File: config.mk
export PLATFORM = sky130hd
export DESIGN_NAME = clp_device_flat
export DESIGN_NICKNAME = d
export VERILOG_FILES = /design/src/clp_pkg.sv /design/src/clp_link_if.sv /design/src/clp_pwm_channel.sv /design/src/clp_device.sv /design/src/flat_wrapper.sv
export SDC_FILE = /design/constraint.sdc
export NUM_CORES = 1
export LEC_CHECK = 0
export ABC_AREA = 1
export BUFFER_PORTS_ARGS = -buffer_cell sky130_fd_sc_hd__buf_2
export CORE_MARGIN = 8
export CORE_UTILIZATION = 50
export DETAILED_ROUTE_END_ITERATION = 8
export MAX_ROUTING_LAYER = met4
export PLACE_DENSITY = 0.69
export SLEW_MARGIN = 5
export SYNTH_ARGS = -nofsm -noshare
export SYNTH_HDL_FRONTEND = slang
export SYNTH_HIERARCHICAL = 1
export SYNTH_SLANG_ARGS = --single-unit
File: constraint.sdc
create_clock -name clk -period 3.1 [get_ports clk]
set_input_delay 0.31 -clock clk [delete_from_list [all_inputs] [get_ports clk]]
set_output_delay 0.31 -clock clk [all_outputs]
set_load 0.05 [all_outputs]
File: src/clp_pkg.sv
// shared constants, types and helpers for the cascade led packet loader
package clp_pkg;

    // clock and bit-period timing
    localparam int CLK_PERIOD_NS     = 40;
    localparam int BIT_PERIOD_MIN_NS = 1660;
    localparam int BIT_PERIOD_MAX_NS = 50000;
    localparam int BIT_MIN_CYC       = (BIT_PERIOD_MIN_NS + CLK_PERIOD_NS - 1) / CLK_PERIOD_NS;
    localparam int BIT_MAX_CYC       = BIT_PERIOD_MAX_NS / CLK_PERIOD_NS;
    localparam int PERIOD_W          = 11;

    // gap thresholds as multiples of the measured bit period
    localparam int EOS_MULT          = 4;
    localparam int LATCH_MULT        = 8;
    localparam int GAP_W             = 14;

    // packet layout
    localparam int PACKET_W          = 32;
    localparam int LEVEL_W           = 24;
    localparam int CHAN_W            = 8;
    localparam int CHANNELS          = 3;
    localparam int CMD_LSB           = 24;
    localparam int CH2_LSB           = 0;
    localparam int CH1_LSB           = 8;
    localparam int CH0_LSB           = 16;
    localparam logic [7:0]  WRITE_COMMAND = 8'h3a;
    localparam logic [31:0] SHIFT_RESET   = 32'h0000_0000;
    localparam logic [23:0] LEVEL_RESET   = 24'h00_0000;

    // host waveform shape within one bit period
    localparam int HOST_HIGH_DIV     = 8;
    localparam int HOST_ONE_DIV      = 4;
    localparam int HOST_BIT_CYC      = 250;

    typedef enum {
        CLP_WAIT_FIRST,
        CLP_WAIT_SECOND,
        CLP_RECEIVE,
        CLP_FORWARD
    } clp_dev_state_t;

    typedef enum {
        CLP_IDLE,
        CLP_BITS,
        CLP_GAP
    } clp_host_state_t;

    function automatic logic [GAP_W-1:0] clp_gap_limit(input logic [PERIOD_W-1:0] period,
                                                       input int unsigned         mult);
        return GAP_W'(period * mult);
    endfunction

endpackage

File: src/clp_link_if.sv
// single-wire serial link between a host end and a device end
`timescale 1ns/1ps
interface clp_link_if;
    logic serial_data;

    modport host_end   (output serial_data);
    modport device_end (input  serial_data);
endinterface

File: src/clp_pwm_channel.sv
// one pwm sink channel, restartable counter
`timescale 1ns/1ps
module clp_pwm_channel #(
    parameter int WIDTH = 8
) (
    input  wire logic             clk,
    input  wire logic             reset_n,
    input  wire logic             ce,
    input  wire logic             restart,
    input  wire logic [WIDTH-1:0] level,
    output logic                  sink_on
);
    logic [WIDTH-1:0] pwm_count;

    // zero level never switches on; duty is level out of 2**WIDTH
    wire next_on = (level != '0) && (pwm_count < level);

    always_ff @(posedge clk or negedge reset_n) begin
        if (!reset_n) begin
            pwm_count <= '0;
            sink_on   <= 1'b0;
        end else if (ce) begin
            if (restart) begin
                pwm_count <= '0;
                sink_on   <= 1'b0;
            end else begin
                pwm_count <= pwm_count + 1'b1;
                sink_on   <= next_on;
            end
        end
    end
endmodule // clp_pwm_channel

File: src/clp_device.sv
// device end: edge-timed packet receiver, gray level latch and pwm outputs
`timescale 1ns/1ps

// What this block does
// - sinks stay off until levels are written
// - host sends 32 bits, msb first
// - first eight bits are the command
// - host sends command 3Ah
// - host gaps after each device packet
// - host keeps one bit period throughout
// - host repeats packet per chained device
// - latch gap copies low 24 bits
// - pwm restarts with new levels at latch
// - 32-bit shift register, separate 24-bit latch
// - wrong command leaves the latch unchanged
// - bits 0-7 ch2, 8-15 ch1, 16-23 ch0
// - command sits in bits 24 upward
// - first two edges measure the bit period
// - edge before half period means one
// - end gap locks register, forwards input
// - long low gap triggers latch copy
module clp_device #(
    parameter int PERIOD_W = clp_pkg::PERIOD_W,
    parameter int GAP_W    = clp_pkg::GAP_W
) (
    input  wire logic                    clk,
    input  wire logic                    reset_n,
    input  wire logic                    ce,
    clp_link_if.device_end               link,
    output logic                         serial_out,
    output logic [clp_pkg::CHAN_W-1:0]   level_ch0,
    output logic [clp_pkg::CHAN_W-1:0]   level_ch1,
    output logic [clp_pkg::CHAN_W-1:0]   level_ch2,
    output logic [clp_pkg::CHANNELS-1:0] sink_output,
    output logic                         packet_locked
);
    clp_pkg::clp_dev_state_t state;

    logic [clp_pkg::PACKET_W-1:0] packet_shift_register;
    logic [clp_pkg::LEVEL_W-1:0]  gray_level;
    logic [PERIOD_W-1:0]          bit_period;
    logic [PERIOD_W-1:0]          bit_count;
    logic [GAP_W-1:0]             low_count;
    logic                         prev_in;
    logic                         bit_pending;
    logic                         one_seen;
    logic                         restart_pwm;

    // input is taken as synchronous, so no synchroniser stage
    wire serial_in = link.serial_data;
    wire rise      = serial_in && !prev_in;

    // elapsed cycles since the last bit boundary, counting this one
    wire [PERIOD_W-1:0] elapsed   = bit_count + 1'b1;
    wire [PERIOD_W-1:0] half      = {1'b0, bit_period[PERIOD_W-1:1]};
    wire                early     = elapsed < half;
    wire                one_edge  = rise && early && bit_pending;
    wire                boundary  = rise && !one_edge;

    wire [GAP_W-1:0] eos_limit   = clp_pkg::clp_gap_limit(bit_period, clp_pkg::EOS_MULT);
    wire [GAP_W-1:0] latch_limit = clp_pkg::clp_gap_limit(bit_period, clp_pkg::LATCH_MULT);
    wire             counting    = (state == clp_pkg::CLP_RECEIVE)
                                || (state == clp_pkg::CLP_FORWARD);
    wire             eos_hit     = (state == clp_pkg::CLP_RECEIVE) && !serial_in
                                && (low_count == eos_limit);
    wire             latch_hit   = counting && !serial_in
                                && (low_count == latch_limit);

    wire [7:0] command_field = packet_shift_register[clp_pkg::CMD_LSB +: 8];
    wire       command_ok    = command_field == clp_pkg::WRITE_COMMAND;

    // msb arrives first, so each new bit enters at bit 0
    wire [clp_pkg::PACKET_W-1:0] shifted_in =
        {packet_shift_register[clp_pkg::PACKET_W-2:0], one_seen};

    wire [PERIOD_W-1:0] period_max = PERIOD_W'(clp_pkg::BIT_MAX_CYC);
    wire [PERIOD_W-1:0] period_min = PERIOD_W'(clp_pkg::BIT_MIN_CYC);
    wire [PERIOD_W-1:0] next_period = (elapsed < period_min) ? period_min : elapsed;

    // edge history and low-time counter
    always_ff @(posedge clk or negedge reset_n) begin
        if (!reset_n) begin
            prev_in   <= 1'b0;
            low_count <= '0;
        end else if (ce) begin
            prev_in <= serial_in;
            if (rise) begin
                low_count <= '0;
            end else if (!serial_in && (low_count != '1)) begin
                low_count <= low_count + 1'b1;
            end
        end
    end

    // cycles since the last bit boundary, saturating at the slowest period
    always_ff @(posedge clk or negedge reset_n) begin
        if (!reset_n) begin
            bit_count <= '0;
        end else if (ce) begin
            if (boundary) begin
                bit_count <= '0;
            end else if (bit_count != period_max) begin
                bit_count <= elapsed;
            end
        end
    end

    // receive state machine
    always_ff @(posedge clk or negedge reset_n) begin
        if (!reset_n) begin
            state                 <= clp_pkg::CLP_WAIT_FIRST;
            packet_shift_register <= clp_pkg::SHIFT_RESET;
            bit_period            <= PERIOD_W'(clp_pkg::BIT_MAX_CYC);
            bit_pending           <= 1'b0;
            one_seen              <= 1'b0;
        end else if (ce) begin
            case (state)
                clp_pkg::CLP_WAIT_FIRST: begin
                    if (rise) begin
                        state <= clp_pkg::CLP_WAIT_SECOND;
                    end
                end
                clp_pkg::CLP_WAIT_SECOND: begin
                    if (rise) begin
                        bit_period            <= next_period;
                        // the two measuring edges count as two zero bits
                        packet_shift_register <= {packet_shift_register[clp_pkg::PACKET_W-3:0],
                                                  2'b00};
                        bit_pending           <= 1'b0;
                        one_seen              <= 1'b0;
                        state                 <= clp_pkg::CLP_RECEIVE;
                    end
                end
                clp_pkg::CLP_RECEIVE: begin
                    if (latch_hit) begin
                        state <= clp_pkg::CLP_WAIT_FIRST;
                    end else if (eos_hit) begin
                        // last bit has no closing edge, the gap ends it
                        if (bit_pending) begin
                            packet_shift_register <= shifted_in;
                        end
                        bit_pending <= 1'b0;
                        one_seen    <= 1'b0;
                        state       <= clp_pkg::CLP_FORWARD;
                    end else if (one_edge) begin
                        one_seen <= 1'b1;
                    end else if (boundary) begin
                        if (bit_pending) begin
                            packet_shift_register <= shifted_in;
                        end
                        bit_pending <= 1'b1;
                        one_seen    <= 1'b0;
                    end
                end
                clp_pkg::CLP_FORWARD: begin
                    // register frozen; downstream traffic is not decoded here
                    if (latch_hit) begin
                        state <= clp_pkg::CLP_WAIT_FIRST;
                    end
                end
                default: begin
                    state <= clp_pkg::CLP_WAIT_FIRST;
                end
            endcase
        end
    end

    // gray level latch, loaded only on the latch gap with a good command
    always_ff @(posedge clk or negedge reset_n) begin
        if (!reset_n) begin
            gray_level  <= clp_pkg::LEVEL_RESET;
            restart_pwm <= 1'b0;
        end else if (ce) begin
            restart_pwm <= latch_hit;
            if (latch_hit && command_ok) begin
                gray_level <= packet_shift_register[clp_pkg::LEVEL_W-1:0];
            end
        end
    end

    // buffered pass-through once locked
    always_ff @(posedge clk or negedge reset_n) begin
        if (!reset_n) begin
            serial_out    <= 1'b0;
            packet_locked <= 1'b0;
        end else if (ce) begin
            serial_out    <= (state == clp_pkg::CLP_FORWARD) && serial_in;
            packet_locked <= (state == clp_pkg::CLP_FORWARD) && !latch_hit;
        end
    end

    assign level_ch0 = gray_level[clp_pkg::CH0_LSB +: clp_pkg::CHAN_W];
    assign level_ch1 = gray_level[clp_pkg::CH1_LSB +: clp_pkg::CHAN_W];
    assign level_ch2 = gray_level[clp_pkg::CH2_LSB +: clp_pkg::CHAN_W];

    wire [clp_pkg::CHAN_W-1:0] chan_level [clp_pkg::CHANNELS];
    assign chan_level[0] = level_ch0;
    assign chan_level[1] = level_ch1;
    assign chan_level[2] = level_ch2;

    // new levels land one edge before the counters restart, so the first
    // period after a latch already uses them
    for (genvar c = 0; c < clp_pkg::CHANNELS; c++) begin : g_chan
        clp_pwm_channel #(
            .WIDTH   (clp_pkg::CHAN_W)
        ) u_pwm (
            .clk     (clk),
            .reset_n (reset_n),
            .ce      (ce),
            .restart (restart_pwm),
            .level   (chan_level[c]),
            .sink_on (sink_output[c])
        );
    end
endmodule // clp_device

File: src/flat_wrapper.sv
// flat-port wrapper written by rule: the top's interface ports become plain ports
module clp_device_flat 
#(
    parameter int PERIOD_W = clp_pkg::PERIOD_W,
    parameter int GAP_W    = clp_pkg::GAP_W
)
  (clk, reset_n, ce, serial_out, level_ch0, level_ch1, level_ch2, sink_output, packet_locked, link_serial_data);
  clp_link_if link_i ();
  input  wire logic clk;
  input  wire logic reset_n;
  input  wire logic ce;
  output logic serial_out;
  output logic [clp_pkg::CHAN_W-1:0] level_ch0;
  output logic [clp_pkg::CHAN_W-1:0] level_ch1;
  output logic [clp_pkg::CHAN_W-1:0] level_ch2;
  output logic [clp_pkg::CHANNELS-1:0] sink_output;
  output logic packet_locked;
  input wire logic [$bits(link_i.serial_data)-1:0] link_serial_data;
  assign link_i.serial_data = link_serial_data;
  clp_device #(.PERIOD_W(PERIOD_W), .GAP_W(GAP_W)) u_core (.clk(clk), .reset_n(reset_n), .ce(ce), .link(link_i), .serial_out(serial_out), .level_ch0(level_ch0), .level_ch1(level_ch1), .level_ch2(level_ch2), .sink_output(sink_output), .packet_locked(packet_locked));
endmodule
==> run_results.csv <==
group,metric,value,unit
sta,final_hold_viol_count,31,
die,rows,45,
finish,nets,1130,
clock_tree,clk_latency,0.42,ns
finish,drive_gt1_share,13.7,%
clock_tree,h-tree-depth,4,
worst_setup_path,required,3.41,ns
sta,fin_crit_sh,88.4,%
route,routed_via_density,5.20,
power,power_density,681,nW/um2
synthesis,synth_most_common_cell,"nand2_1",
route,firstDrtPassIters,5,
synthesis,synth_flop_cell,"dfrtp_1",
synthesis,syn_inst,1047,
worst_setup_path,worstSetupEndpointType,"flip-flop",
global_routing,first_global_vias,6328,
clock_tree,cts_tree,"built",
worst_setup_path,arrival,3.04,ns
worst_setup_path,crit_path_start,"u_core/bit_count[1]",
placement,routabilityCongestion,0.870,
synthesis,yosys-top-cells-area,"dfrtp_1 (39%), nand2_1 (16%), inv_1 (6.8%)",
sta,slew_headroom,46.4,%
sta,period_needed,2.74,ns
global_routing,grt_pass1_wl,30200,um
clock_tree,cts_hold_buffers,0,
worst_setup_path,startpoint_type,"flip-flop",
synthesis,syn_area_per_cell,7.47,um2
synthesis,synth_enable_flop_cells,0,
clock_tree,clk_path_buf_depth,2,
clock_tree,cts_root_buffer,"clkbuf_16",
die,die_w,141,um
route,initialDrtViolationCount,447,
synthesis,synth_nets,1093,
synthesis,synth_top_area_share,39.0,%
sta,clock-skew-final,0.00932,ns
route,wl,18000,um
sta,fin_ws,0.361,ns
synthesis,synth_area,7820,um2
run_status,violations,"hold timing",
run_status,outcome,"finished, violations left",
route,route.detailed.drc,0,
worst_setup_path,r2r-start,"u_core/bit_count[1]",
route,wl_per_cell,13.7,um
sta,rsz0062_at_grt,"no",
finish,syn_to_final_growth,13.7,%
power,power.total,6.06,mW
global_routing,globalRouteOverflowTotal,0,
placement,pre_cts_ws,0.290,ns
global_routing,grt_max_degree,71,
synthesis,ys_seq_area_share,40.7,%
synthesis,yosysUniqueCellTypes,38,
global_routing,antenna_found_initial,0,
placement,port_buffers,32,
clock_tree,path_clk_slew,0.05,ns
die,core_area,15300,um2
global_routing,grt_usage,18.9,%
finish,fillers,1411,
synthesis,synth_top_area_cell,"dfrtp_1",
finish,diodes,0,
worst_setup_path,worst-setup-path-type,"flip-flop to flip-flop",
power,leakagePower,4.43,nW
power,ir_worst_vdd,0.000426,V
synthesis,netlist_top_cells_count,"nand2_1 (332), inv_1 (141), dfrtp_1 (122)",
synthesis,yosysWarnings,6,
die,fp.dieH,141,um
worst_hold_path,hold_class,"primary input to asynchronous set/reset pin",
route,vias,6796,
sta,setup_viol,0,
clock_tree,cts-buffers-inserted,17,
route,ant_nets,0,
sta,setup_tns,0,ns
sta,fmax,365,MHz
sta,tightest_slew,0.804,ns
die,start_util,51.3,%
job,max_cap_violations,0,
sta,whs,-0.0266,ns
die,die-area,19900,um2
die,pin_count,33,
sta,slew_viol_final,0,
synthesis,synthArstFlopShare,100,%
worst_setup_path,cp_max_fo,13,
synthesis,synth_seq_cells,127,
clock_tree,clkSinkCount,127,
placement,detailed_place_hpwl,12000,um
power by group:
part | leakage (nW) | internal, mW | switching, mW | total [mW]
logic | 2.46 | 0.620 | 1.11 | 1.73
clock network | 0.303 | 1.36 | 0.732 | 2.09
registers | 1.67 | 1.94 | 0.304 | 2.24
total | 4.43 | 3.91 | 2.15 | 6.06
cell type report:
type	instances	area [um2]	share of cell area (%)
Timing Repair Buffer	48	329	3.70
Clock inverter	12	166	1.87
Sequential cell	127	3180	35.8
Clock buffer	20	447	5.02
Multi-Input combinational cell	734	3920	44.0
Inverter	156	586	6.58
Tap cell	211	264	2.97
routing by layer:
metal	part of all wire, %	GRT usage, %	vias to the layer above	routed length, um
li1	-	-	3475	-
met1	46	24.1	3145	8260
met2	48	29.7	152	8590
met3	4.3	3.24	24	772
met4	1.9	6.90	0	337
met5	0	-	-	0
cell usage in the layout, fill, tap and decap left out, types with 19 or more instances in the layout:
master     n
o21ai_0   59
buf_2     31
ha_1      41
nor2_1    50
inv_1    141
o21ai_1   21
dfrtp_1  122
nand2_1  329
nand3_1   38
nor3_1    19
nand4_1   55
a21oi_1   34
repair_timing:
item | CTS | global route
gates resized for setup | 0 | 10
buffers inserted | 0 | 3
setup endpoints to repair | 0 | 43
sequential cells by signal (all words and copies together) (netlist names), 2 cells and up:
name / flops
u_core/chan_level: 24
u_core/bit_period: 11
u_core/state: 2
u_core/g_chan.u_pwm/pwm_count: 24
u_core/packet_shift_register: 32
u_core/low_count: 14
u_core/bit_count: 11
u_core/g_chan.u_pwm/sink_on: 3
per-stage QoR:
stage,cells,utilization [%],cell area [um2]
after floorplan,1047,-,7820
after global placement,1268,53.4,8160
after detailed placement,1268,53.4,8160
after CTS,1300,57.5,8770
after global routing,1308,58.3,8890
final,1308,58.3,8890
kinds of logic after synthesis:
| kind of cell | count (synthesis) | share of synthesized area (%) |
|---|---|---|
| and+or+nand+nor | 540 | 31.5 |
| buffers and inverters | 190 | 10.0 |
| AOI/OAI and AO/OA | 135 | 9.57 |
| DFF | 127 | 40.7 |
| adders and majority gates | 42 | 6.72 |
| xor gates and xnor gates | 13 | 1.46 |
final timing paths:
path | to | depth (start not counted) | slack, ns
max in group asynchronous | u_core/bit_period[1] | 2 | 2.33
min in group clk | u_core/serial_out | 3 | 0.14
min reg2reg | u_core/g_chan[0].u_pwm/sink_on | 2 | 0.47
min | u_core/g_chan[2].u_pwm/sink_on | 1 | -0.03
max | u_core/packet_shift_register[20] | 19 | 0.36
max reg2reg | u_core/packet_shift_register[20] | 19 | 0.36
worst max-delay path, cell delays in order, from the launching register on:
cell       delay (ns)
dfrtp_1          0.38
ha_1             0.22
nand3_2          0.12
nor2_4           0.14
inv_1            0.08
o21ai_0          0.13
o21ai_1          0.10
inv_1            0.10
ha_1             0.24
nand2_1          0.08
inv_1            0.04
a21oi_1          0.13
nand2_1          0.07
nand2_1          0.05
nand2_1          0.05
nand2_2          0.12
nand3_4          0.17
clkbuf_16        0.25
nand4_1          0.09
nand2_1          0.05
(Power assumes the default switching activity.)
